### config.mk
export PLATFORM = sky130hd
export DESIGN_NAME = jms_engine
export DESIGN_NICKNAME = d
export VERILOG_FILES = /design/src/hw/jms_pkg.sv /design/src/hw/jms_engine.sv
export VERILOG_INCLUDE_DIRS = /design/src /design/src/hw
export SDC_FILE = /design/constraint.sdc
export NUM_CORES = 1
export LEC_CHECK = 0
export BUFFER_PORTS_ARGS = -buffer_cell sky130_fd_sc_hd__buf_2
export CAP_MARGIN = 20
export CORE_MARGIN = 4
export CORE_UTILIZATION = 40
export CTS_BUF_LIST = sky130_fd_sc_hd__clkbuf_16
export CTS_CLUSTER_DIAMETER = 50
export CTS_CLUSTER_SIZE = 25
export DETAILED_ROUTE_END_ITERATION = 7
export GPL_TIMING_DRIVEN = 0
export PLACE_DENSITY = 0.54
export SETUP_SLACK_MARGIN = 0.3
export SKIP_LAST_GASP = 1
export SLEW_MARGIN = 25
export SYNTH_ARGS = -nofsm -noshare
export SYNTH_HDL_FRONTEND = slang
export SYNTH_SLANG_ARGS = --single-unit
### constraint.sdc
create_clock -name clk_in -period 5.7 [get_ports clk_in]
set_clock_uncertainty 0.2 [all_clocks]
set_input_delay 0.285 -clock clk_in [delete_from_list [all_inputs] [get_ports clk_in]]
set_output_delay 0.285 -clock clk_in [all_outputs]
set_load 0.01 [all_outputs]
### src/hw/jms_params.svh
// Offsets, field positions, reset values and clock rates of the scan master
`ifndef JMS_PARAMS_SVH
`define JMS_PARAMS_SVH

// Register byte offsets
`define JMS_OFS_CONFIG 8'h70
`define JMS_OFS_STATUS 8'h74
`define JMS_OFS_CAPTURE 8'h78
`define JMS_OFS_DATA_OUT 8'h7C
`define JMS_OFS_MODE_SEL 8'h80
`define JMS_OFS_COMMAND 8'h84
`define JMS_OFS_IRQ_STATUS 8'h88
`define JMS_OFS_IRQ_MASK 8'h8C

// Config fields
`define JMS_CFG_DIR_BIT 3
`define JMS_CFG_RATE_MSB 2
`define JMS_CFG_RATE_LSB 0
`define JMS_CFG_RESET 4'h3

// Status and command fields
`define JMS_STAT_ACTIVE_BIT 0
`define JMS_CMD_LEN_MSB 4
`define JMS_IRQ_DONE_BIT 0
`define JMS_WORD_RESET 32'h0000_0000

// Master clock rate and system clock rate in MHz
`define JMS_MASTER_MHZ 9'd48
`define JMS_SYSCLK_MHZ 9'd250

`endif

### src/hw/jms_pkg.sv
// Types of the scan master shift engine
package jms_pkg;

  typedef enum logic [2:0] {
    JMS_IDLE = 3'b001,
    JMS_LOW = 3'b010,
    JMS_HIGH = 3'b100
  } jms_state_t;

endpackage

### src/hw/jms_engine.sv
// Register-driven scan master shift engine with its register port and interrupt
// Summary of operation
// - Config bit 3 is a read/write port-direction bit that resets to 0.
// - Direction 1 makes the port a master driving the scan pins, 0 a slave.
// - The shift clock comes from a 48 MHz base, code 1 is 24 MHz, each code halves it.
// - The activity flag in status bit 0 is set when the command register is written.
// - The activity flag returns to 0 once every requested bit has been shifted.
// - One to 32 bits from the target output pin fill the capture word from bit 0.
// - One to 32 bits of the data-out word go to the data pin, bit 0 first.
// - One to 32 bits of the mode-select word go to the mode pin, bit 0 first.
// - All shifting runs at the rate selected by the config rate field.
// - Capture, data-out and mode-select words are read/write and reset to zero.
// - In master mode a command write starts clocking and shifting.
// - A command shifts and pulses the scan clock count plus one times.
// - Output pins change on the scan clock fall and input is sampled on the rise.
// - In slave mode command writes are ignored and the flag does not change.
`timescale 1ns/1ps
`include "jms_params.svh"

module jms_engine (
  input wire logic clk_in,
  input wire logic nrst_in,
  input wire logic [7:0] addr_in,
  input wire logic [31:0] wdata_in,
  input wire logic wr_in,
  input wire logic rd_in,
  output logic [31:0] rdata_out,
  output logic irq_out,
  output logic scan_clk_out,
  output logic scan_clk_oe_out,
  output logic mode_sel_out,
  output logic mode_sel_oe_out,
  output logic data_out_out,
  output logic data_out_oe_out,
  input wire logic data_in_in
);

  // Half period of the shift clock in 48 MHz ticks
  function automatic logic [6:0] jms_half_ticks(input logic [2:0] code);
    logic [6:0] ticks;
    ticks = 7'h01;
    // Reserved code 0 is run as code 1 so the engine never stalls
    if (code > 3'h1) begin
      ticks = 7'(7'h01 << (code - 3'h1));
    end
    return ticks;
  endfunction

  // Register strobe decode
  function automatic logic jms_hit(input logic [7:0] a, input logic [7:0] ofs);
    return a == ofs;
  endfunction

  // Register state
  logic [3:0] cfg_q;
  logic [3:0] cfg_d;
  logic [31:0] capture_q;
  logic [31:0] capture_d;
  logic [31:0] data_word_q;
  logic [31:0] data_word_d;
  logic [31:0] mode_word_q;
  logic [31:0] mode_word_d;
  logic irq_stat_q;
  logic irq_stat_d;
  logic irq_mask_q;
  logic irq_mask_d;
  logic [31:0] rdata_q;
  logic [31:0] rdata_d;

  // Engine state
  jms_pkg::jms_state_t state_q;
  jms_pkg::jms_state_t state_d;
  logic active_q;
  logic active_d;
  logic [4:0] len_q;
  logic [4:0] len_d;
  logic [4:0] idx_q;
  logic [4:0] idx_d;
  logic [6:0] div_q;
  logic [6:0] div_d;
  logic sclk_q;
  logic sclk_d;
  logic mode_pin_q;
  logic mode_pin_d;
  logic data_pin_q;
  logic data_pin_d;

  // Base tick state
  logic [8:0] acc_q;
  logic [8:0] acc_d;
  logic tick;

  // Input synchroniser
  logic din_meta_q;
  logic din_sync_q;

  logic master;
  logic cmd_wr;
  logic start;
  logic done_evt;
  logic edge_due;

  // Rate and capture helpers
  logic [6:0] half_ticks;
  logic sample_now;
  logic [31:0] cap_take;

  assign master = cfg_q[`JMS_CFG_DIR_BIT];
  assign cmd_wr = wr_in && jms_hit(addr_in, `JMS_OFS_COMMAND);
  // A command while busy is dropped so a running shift is never cut
  // master-only start
  assign start = cmd_wr && master && !active_q;

  // 48 MHz base ticks
  // Exact only on average: ticks fall 5 or 6 clocks apart
  always_comb begin
    acc_d = 9'(acc_q + `JMS_MASTER_MHZ);
    tick = 1'b0;
    if (acc_d >= `JMS_SYSCLK_MHZ) begin
      acc_d = 9'(acc_d - `JMS_SYSCLK_MHZ);
      tick = 1'b1;
    end
  end

  always_ff @(posedge clk_in or negedge nrst_in) begin
    if (!nrst_in) begin
      acc_q <= 9'h000;
    end else begin
      acc_q <= acc_d;
    end
  end

  // Two flops before the target output is used
  always_ff @(posedge clk_in or negedge nrst_in) begin
    if (!nrst_in) begin
      din_meta_q <= 1'b0;
      din_sync_q <= 1'b0;
    end else begin
      din_meta_q <= data_in_in;
      din_sync_q <= din_meta_q;
    end
  end

  assign edge_due = tick && (div_q == 7'h01);
  // one rate decode
  // Rate changes mid-command take effect at the next edge
  assign half_ticks = jms_half_ticks(cfg_q[`JMS_CFG_RATE_MSB:`JMS_CFG_RATE_LSB]);

  assign sample_now = (state_q == jms_pkg::JMS_LOW) && edge_due;

  // One enable per capture bit keeps the write path free of a wide index decode
  generate
    for (genvar b = 0; b < 32; b++) begin : g_cap
      assign cap_take[b] = sample_now && (idx_q == 5'(b));
    end
  endgenerate

  // Shift sequencer
  always_comb begin
    state_d = state_q;
    active_d = active_q;
    len_d = len_q;
    idx_d = idx_q;
    div_d = div_q;
    sclk_d = sclk_q;
    mode_pin_d = mode_pin_q;
    data_pin_d = data_pin_q;
    done_evt = 1'b0;
    if (tick && div_q != 7'h01) begin
      div_d = 7'(div_q - 7'h01);
    end
    unique case (state_q)
      jms_pkg::JMS_IDLE: begin
        if (start) begin
          active_d = 1'b1;
          len_d = wdata_in[`JMS_CMD_LEN_MSB:0];
          idx_d = 5'h00;
          div_d = half_ticks;
          mode_pin_d = mode_word_q[0];
          data_pin_d = data_word_q[0];
          state_d = jms_pkg::JMS_LOW;
        end
      end
      jms_pkg::JMS_LOW: begin
        if (edge_due) begin
          sclk_d = 1'b1;
          div_d = half_ticks;
          state_d = jms_pkg::JMS_HIGH;
        end
      end
      jms_pkg::JMS_HIGH: begin
        if (edge_due) begin
          sclk_d = 1'b0;
          div_d = half_ticks;
          if (idx_q == len_q) begin
            active_d = 1'b0;
            done_evt = 1'b1;
            state_d = jms_pkg::JMS_IDLE;
          end else begin
            idx_d = 5'(idx_q + 5'h01);
            mode_pin_d = mode_word_q[idx_d];
            data_pin_d = data_word_q[idx_d];
            state_d = jms_pkg::JMS_LOW;
          end
        end
      end
      // Illegal state code: park idle with the clock low
      default: begin
        state_d = jms_pkg::JMS_IDLE;
        active_d = 1'b0;
        sclk_d = 1'b0;
      end
    endcase
  end

  always_ff @(posedge clk_in or negedge nrst_in) begin
    if (!nrst_in) begin
      state_q <= jms_pkg::JMS_IDLE;
      active_q <= 1'b0;
      len_q <= 5'h00;
      idx_q <= 5'h00;
      div_q <= 7'h01;
      sclk_q <= 1'b0;
      mode_pin_q <= 1'b0;
      data_pin_q <= 1'b0;
    end else begin
      state_q <= state_d;
      active_q <= active_d;
      len_q <= len_d;
      idx_q <= idx_d;
      div_q <= div_d;
      sclk_q <= sclk_d;
      mode_pin_q <= mode_pin_d;
      data_pin_q <= data_pin_d;
    end
  end

  // Register writes and engine updates
  always_comb begin
    cfg_d = cfg_q;
    capture_d = capture_q;
    data_word_d = data_word_q;
    mode_word_d = mode_word_q;
    irq_mask_d = irq_mask_q;
    irq_stat_d = irq_stat_q;
    if (wr_in) begin
      if (jms_hit(addr_in, `JMS_OFS_CONFIG)) begin
        cfg_d = wdata_in[3:0];
      end
      if (jms_hit(addr_in, `JMS_OFS_CAPTURE)) begin
        capture_d = wdata_in;
      end
      if (jms_hit(addr_in, `JMS_OFS_DATA_OUT)) begin
        data_word_d = wdata_in;
      end
      if (jms_hit(addr_in, `JMS_OFS_MODE_SEL)) begin
        mode_word_d = wdata_in;
      end
      if (jms_hit(addr_in, `JMS_OFS_IRQ_MASK)) begin
        irq_mask_d = wdata_in[`JMS_IRQ_DONE_BIT];
      end
      if (jms_hit(addr_in, `JMS_OFS_IRQ_STATUS) && wdata_in[`JMS_IRQ_DONE_BIT]) begin
        irq_stat_d = 1'b0;
      end
    end
    // Completion wins over a same-cycle clear
    if (done_evt) begin
      irq_stat_d = 1'b1;
    end
    // sampled bit wins over a write
    capture_d = (capture_d & ~cap_take) | ({32{din_sync_q}} & cap_take);
  end

  // Read mux, data valid the cycle after the strobe
  always_comb begin
    rdata_d = 32'h0000_0000;
    if (rd_in) begin
      unique case (addr_in)
        `JMS_OFS_CONFIG: rdata_d = {28'h000_0000, cfg_q};
        `JMS_OFS_STATUS: rdata_d = {31'h0000_0000, active_q};
        `JMS_OFS_CAPTURE: rdata_d = capture_q;
        `JMS_OFS_DATA_OUT: rdata_d = data_word_q;
        `JMS_OFS_MODE_SEL: rdata_d = mode_word_q;
        `JMS_OFS_IRQ_STATUS: rdata_d = {31'h0000_0000, irq_stat_q};
        `JMS_OFS_IRQ_MASK: rdata_d = {31'h0000_0000, irq_mask_q};
        // Command offset is write-only and reads as zero
        default: rdata_d = 32'h0000_0000;
      endcase
    end
  end

  always_ff @(posedge clk_in or negedge nrst_in) begin
    if (!nrst_in) begin
      cfg_q <= `JMS_CFG_RESET;
      capture_q <= `JMS_WORD_RESET;
      data_word_q <= `JMS_WORD_RESET;
      mode_word_q <= `JMS_WORD_RESET;
      irq_stat_q <= 1'b0;
      irq_mask_q <= 1'b0;
      rdata_q <= 32'h0000_0000;
    end else begin
      cfg_q <= cfg_d;
      capture_q <= capture_d;
      data_word_q <= data_word_d;
      mode_word_q <= mode_word_d;
      irq_stat_q <= irq_stat_d;
      irq_mask_q <= irq_mask_d;
      rdata_q <= rdata_d;
    end
  end

  assign rdata_out = rdata_q;
  // Level interrupt, held until a one is written to the status bit or the mask bit is cleared
  assign irq_out = irq_stat_q && irq_mask_q;

  // drive pins only as master
  // Slave mode releases all three pins
  assign scan_clk_out = sclk_q;
  assign mode_sel_out = mode_pin_q;
  assign data_out_out = data_pin_q;
  assign scan_clk_oe_out = master;
  assign mode_sel_oe_out = master;
  assign data_out_oe_out = master;

endmodule // jms_engine

==> results of run 1 <==
cell usage in the layout (no fill, tap or decap), types with 3 or more instances in the layout:
cell type	netlist	layout
a31o_2	3	3
o21ai_1	4	4
ha_1	13	13
buf_2	4	84
clkbuf_1	31	31
and3_1	3	3
mux2i_1	43	43
clkbuf_16	0	17
nand2b_1	4	4
a222oi_1	32	32
nand4_1	5	5
o21ai_0	40	40
a211oi_1	3	3
nor2_1	45	45
buf_1	8	8
mux2_2	81	81
xnor2_1	11	11
mux4_2	15	15
a21oi_1	9	9
dfrtp_1	164	164
nand3_1	13	13
nand4b_1	5	5
nor3_1	4	4
o21a_1	3	3
xor2_1	12	11
a31oi_1	6	6
nand3b_1	3	3
dlygate4sd3_1	0	31
dfstp_2	4	4
o211ai_1	3	3
nand2_1	33	33
o31a_1	30	30
inv_6	0	7
inv_1	14	14
and2_1	4	4
stage by stage:
stage          power [mW]  setup WS (ns)
2_1_floorplan        1.33           2.30
3_3_place_gp         1.40           1.04
3_5_place_dp         1.41          0.957
4_1_cts              2.60          0.936
5_1_grt              2.66          0.690
6_report             2.58          0.966
cells by family (layout without fill, tap and decap cells):
| kind of cell | after synthesis | after routing | synth area share [%] |
|---|---|---|---|
| multiplexers | 139 | 139 | 20.1 |
| AO/OA/AOI/OAI | 148 | 148 | 13.4 |
| adder cells (fa/ha/maj) | 13 | 13 | 1.95 |
| AND/OR/NAND/NOR | 139 | 139 | 8.67 |
| flip-flops | 168 | 168 | 50.5 |
| XOR/XNOR | 23 | 23 | 2.42 |
| buffers and inverters | 60 | 205 | 2.94 |
final cells by class:
class | count | area, um^2
fill | 1860 | 10300
sequential | 168 | 4210
multi-input combinational | 462 | 3900
timing repair buffer | 113 | 753
clock buffer | 17 | 425
tap | 270 | 338
buffer | 46 | 193
clock inverter | 15 | 161
inverter | 14 | 52.6
report_power, final:
part | switching [mW] | total (mW) | internal, mW
combinational | 0.0730 | 0.146 | 0.0732
sequential | 0.0288 | 1.26 | 1.23
clock | 0.521 | 1.18 | 0.655
total | 0.623 | 2.58 | 1.96
worst max path at each step:
stage | to | cells past startpoint | slack (ns) | start
3_5_place_dp | mode_sel_out$_DFFE_PN0P_ | 12 | 0.96 | idx_q[0]$_DFFE_PN0P_
2_1_floorplan | data_out_out$_DFFE_PN0P_ | 11 | 2.30 | idx_q[0]$_DFFE_PN0P_
4_1_cts | mode_sel_out$_DFFE_PN0P_ | 12 | 0.94 | idx_q[0]$_DFFE_PN0P_
3_3_place_gp | mode_sel_out$_DFFE_PN0P_ | 12 | 1.04 | idx_q[0]$_DFFE_PN0P_
5_1_grt | mode_sel_out$_DFFE_PN0P_ | 12 | 0.69 | idx_q[0]$_DFFE_PN0P_
6_report | mode_sel_out$_DFFE_PN0P_ | 12 | 0.97 | idx_q[0]$_DFFE_PN0P_
Yosys cell counts (all sizes together), types with 4 or more instances:
| library cell | count | area [um^2] |
|---|---|---|
| dfstp | 4 | 105 |
| nor3 | 4 | 20.0 |
| mux4 | 15 | 338 |
| nand2b | 4 | 25.0 |
| clkbuf | 31 | 116 |
| inv | 14 | 52.6 |
| xnor2 | 11 | 96.3 |
| nand4b | 5 | 43.8 |
| nand3b | 4 | 33.8 |
| o31a | 30 | 263 |
| a31oi | 6 | 37.5 |
| buf | 15 | 76.3 |
| and2 | 4 | 25.0 |
| ha | 13 | 163 |
| a21oi | 9 | 45.0 |
| nor2 | 45 | 169 |
| mux2 | 81 | 912 |
| o21ai | 44 | 220 |
| dfrtp | 164 | 4100 |
| nand2 | 34 | 135 |
| a222oi | 32 | 320 |
| mux2i | 43 | 430 |
| nand4 | 5 | 31.3 |
| xor2 | 12 | 105 |
| nand3 | 13 | 65.1 |
tightest hold or removal path: stages:
cell	delay, ns
buf_2	0.12
nor3_1	0.08
nand2_1	0.06
a21oi_1	0.06
per-layer routing:
layer / share of wire [%] / GRT usage, % / wire length (um) / vias to the layer above
met5: 0 / 0 / 0 / -
met4: 1.9 / 6.55 / 437 / 0
met3: 5.3 / 4.29 / 1230 / 38
met2: 48 / 32.6 / 11200 / 185
met1: 45 / 27.6 / 10500 / 3192
li1: - / - / - / 2874
timing repair:
action	in CTS	in global routing
resized for setup	0	0
endpoints found under the hold margin	137	3
hold buffers	30	1
==> metrics.txt, run 1 <==
syn avg cell area between 10 and 15 um^2; R2R Path Start idx_q[0]$_DFFE_PN0P_; min cycle time layout 4.73 ns; Async S/R FF share, synth 100%; Lkg Pwr around 4.7 nW; area grow syn2layout 20.3%; PwrDens 257 nW/um^2; initial drt markers 622; first-pass GRT wire length roughly 37000 um; Max Freq 211 MHz; CTS Buf Count 17; setup bufs post-CTS 0; Cell Chain, Critical Path buf_2 -> buf_1 -> inv_1 -> ha_1 -> clkbuf_1 -> clkbuf_1 -> mux4_2 -> mux2i_1 -> mux2i_1 -> o22ai_1 -> a211oi_1 -> a21o_1; initial antenna violation count 0; largest net degree at the start of global routing 87; post-placement cell area roughly 9000 um^2; drc violations 0; synthesized area 8340 um^2; maxcap violations 0; gpl congestion 0.863; Die Wd 152 um; cells after synthesis 690; maximum vdd ir drop 0.184 mV; WP data arrival a little under 5 ns; Routed Wire Length 23500 um; hold_sp addr_in[0]; Clock transition at path regs 0.07 ns; # nets final 880; Yosys Warn Count 0; Max FO, Critical Path 10; R2R depth 12; final critical-path share of the clock period 83.0%; die height 152 um; Hold Path End rdata_out[0]$_DFF_PN0_; num rows 52; Clock Sink Count approximately 170; diode count 0; Hold WC Path Type primary input to flip-flop; max incr delay on CP 0.65 ns; placed cells between 1000 and 1500; Max-slew headroom 40.9%; required time worst endpoint 5.82 ns; vias in the first global route 6508; startpoint types flip-flop; Post-synth EDFFs 0; Finished Layout Cells ~1100; status complete, no violations; Root Buffer clkbuf_16; input/output buffers 81; Crit Path Category flip-flop to flip-flop; R2R Path End mode_sel_out$_DFFE_PN0P_; CTS tree done; post-synthesis sequential area ratio around half; library cells used by synthesis a little under 60; Setup Viol. Count Final 0; worst reg-to-reg setup slack 0.97 ns; post-layout util 49.3%; worst hold slack 0.0158 ns; pins over their slew limit 0; Initial Utilization 41.0%; DR vias 6289; number of synthesized register bits 168; Post-Synthesis Net Count between 700 and 800; clk_lat worst skew 0.44 ns; drt wl/cell 21.2 um; Hold Crit Depth 4; share of layout cells above drive strength 1 27.9%; DR vias/cell 5.69; main flop type after synthesis dfrtp_1; RSZ-0062 raised after global routing no; CP Capture Type flip-flop; H-tree levels 4; delay-heaviest family, CP buffers and inverters; Antenna Nets Post-Route 0; All-Layer GR Usage between 20% and 30%; fin area 10000 um^2; CTS max path bufs 2; final hold violations 0; core region area 20400 um^2; DIE AREA between 20000 and 25000 um^2; worst slew pin tran 0.879 ns; post-route setup TNS 0 ns; IO Pins 84; Post-DP HPWL 16600 um; WP buf/inv 5; grt total ovfl 0; drt first pass iters 8; critical path's slowest cell buf_1
Power figures use the tool's default switching activity.
==> inputs of run 2 (changes only) <==
Clock period 5.7 ns to 4.95 ns, I/O delays scaled along.
==> metrics.txt, run 2 (synthesized netlist as in run 1, its figures left out) <==
Max-slew headroom roughly 40%; Hold Path End rdata_out[0]$_DFF_PN0_; die height between 150 and 200 um; status complete, no violations; All-Layer GR Usage 20.4%; R2R Path End mode_sel_out$_DFFE_PN0P_; Clock transition at path regs 0.07 ns; final hold violations 0; Max FO, Critical Path 10; Cell Chain, Critical Path buf_2 -> buf_2 -> inv_1 -> ha_1 -> clkbuf_1 -> clkbuf_1 -> mux4_2 -> mux2i_1 -> mux2i_1 -> o22ai_1 -> a211oi_1 -> a21o_1; hold_sp rd_in; DR vias 6331; Hold Crit Depth 3; Crit Path Category flip-flop to flip-flop; WP data arrival 4.44 ns; CTS tree done; largest net degree at the start of global routing 87; min cycle time layout about 4.3 ns; R2R depth 12; share of layout cells above drive strength 1 27.9%; fin area just over 10000 um^2; drt wl/cell 21.2 um; most frequent cells in the layout 164 x dfrtp_1, 85 x buf_2, 81 x mux2_2; vias in the first global route 6541; Lkg Pwr 4.72 nW; area grow syn2layout 20.9%; DR vias/cell 5.70; delay-heaviest family, CP buffers and inverters; CTS max path bufs 2; IO Pins 84; startpoint types flip-flop; maximum vdd ir drop 0.212 mV; final critical-path share of the clock period 87.3%; Initial Utilization roughly two fifths; drt first pass iters 7; gpl congestion around 0.86; critical path's slowest cell clkbuf_1; Root Buffer clkbuf_16; grt total ovfl 0; initial drt markers 615; post-route setup TNS 0 ns; diode count 0; R2R Path Start idx_q[0]$_DFFE_PN0P_; most common cell after layout, fill and taps aside dfrtp_1; initial antenna violation count 0; Die Wd 152 um; first-pass GRT wire length 37100 um; WP buf/inv 5; required time worst endpoint roughly 5 ns; max incr delay on CP 0.63 ns; num rows 52; worst reg-to-reg setup slack 0.63 ns; Routed Wire Length 23500 um; DIE AREA roughly 23000 um^2; Antenna Nets Post-Route 0; CP Capture Type flip-flop; Hold WC Path Type primary input to flip-flop; PwrDens roughly 290 nW/um^2; core region area 20400 um^2; post-placement cell area 9140 um^2; fill count approximately 1900; maxcap violations 0; Max Freq approximately 230 MHz; clk_lat worst skew around 0.43 ns; Setup Viol. Count Final 0; # nets final between 800 and 900; worst hold slack 0.0685 ns; RSZ-0062 raised after global routing no; Post-DP HPWL around 17000 um; pins over their slew limit 0; worst slew pin tran 0.898 ns; H-tree levels 4; drc violations 0; CTS Buf Count 17; input/output buffers 81; Clock Sink Count 168
-- run 2: layout make-up --
cell class / count / area (um^2) / share of cell area [%]
repair buffers: 118 / 803 / 7.97
inverters: 14 / 52.6 / 0.521
clock buffers: 17 / 425 / 4.22
well taps: 270 / 338 / 3.35
clock inverters: 15 / 161 / 1.60
flip-flops and latches: 168 / 4210 / 41.7
plain buffers: 46 / 194 / 1.92
multi-input cells: 462 / 3900 / 38.7
-- run 2: worst max-delay path by stage --
stage,start,endpoint,depth (start not counted)
after floorplan,idx_q[0]$_DFFE_PN0P_,data_out_out$_DFFE_PN0P_,11
after global placement,idx_q[0]$_DFFE_PN0P_,mode_sel_out$_DFFE_PN0P_,12
after detailed placement,idx_q[0]$_DFFE_PN0P_,mode_sel_out$_DFFE_PN0P_,12
after CTS,idx_q[0]$_DFFE_PN0P_,mode_sel_out$_DFFE_PN0P_,12
after global routing,idx_q[0]$_DFFE_PN0P_,mode_sel_out$_DFFE_PN0P_,12
final,idx_q[0]$_DFFE_PN0P_,mode_sel_out$_DFFE_PN0P_,12
-- run 2: worst min-delay path, stage by stage --
cell and delay [ns]:
buf_2 0.10, o31ai_1 0.22, a21oi_1 0.08
-- run 2: timing repair --
action	in CTS	in global routing
resized for setup	1	0
hold buffers	36	0
setup buffers	0	0
setup endpoints to repair	2	0
endpoints found under the hold margin	159	0
-- run 2: per-layer routing --
layer / routed length (um) / track usage [%] / vias up
met4: 435 / 6.55 / 0
met5: 0 / 0 / -
met2: 11300 / 32.9 / 188
met1: 10600 / 27.7 / 3218
li1: - / - / 2888
met3: 1250 / 4.29 / 37
-- run 2: power breakdown --
part           switching, mW  internal [mW]
sequential            0.0333           1.41
clock                  0.595          0.754
combinational         0.0849         0.0864
-- run 2: metrics by stage --
step	cells	setup slack, ns	total power, mW	util, %
3_3_place_gp	1041	0.286	1.61	44.6
4_1_cts	1110	0.610	2.99	49.5
2_1_floorplan	690	1.55	1.53	-
3_5_place_dp	1042	0.207	1.62	44.9
5_1_grt	1110	0.390	3.07	49.5
6_report	1110	0.628	2.97	49.5
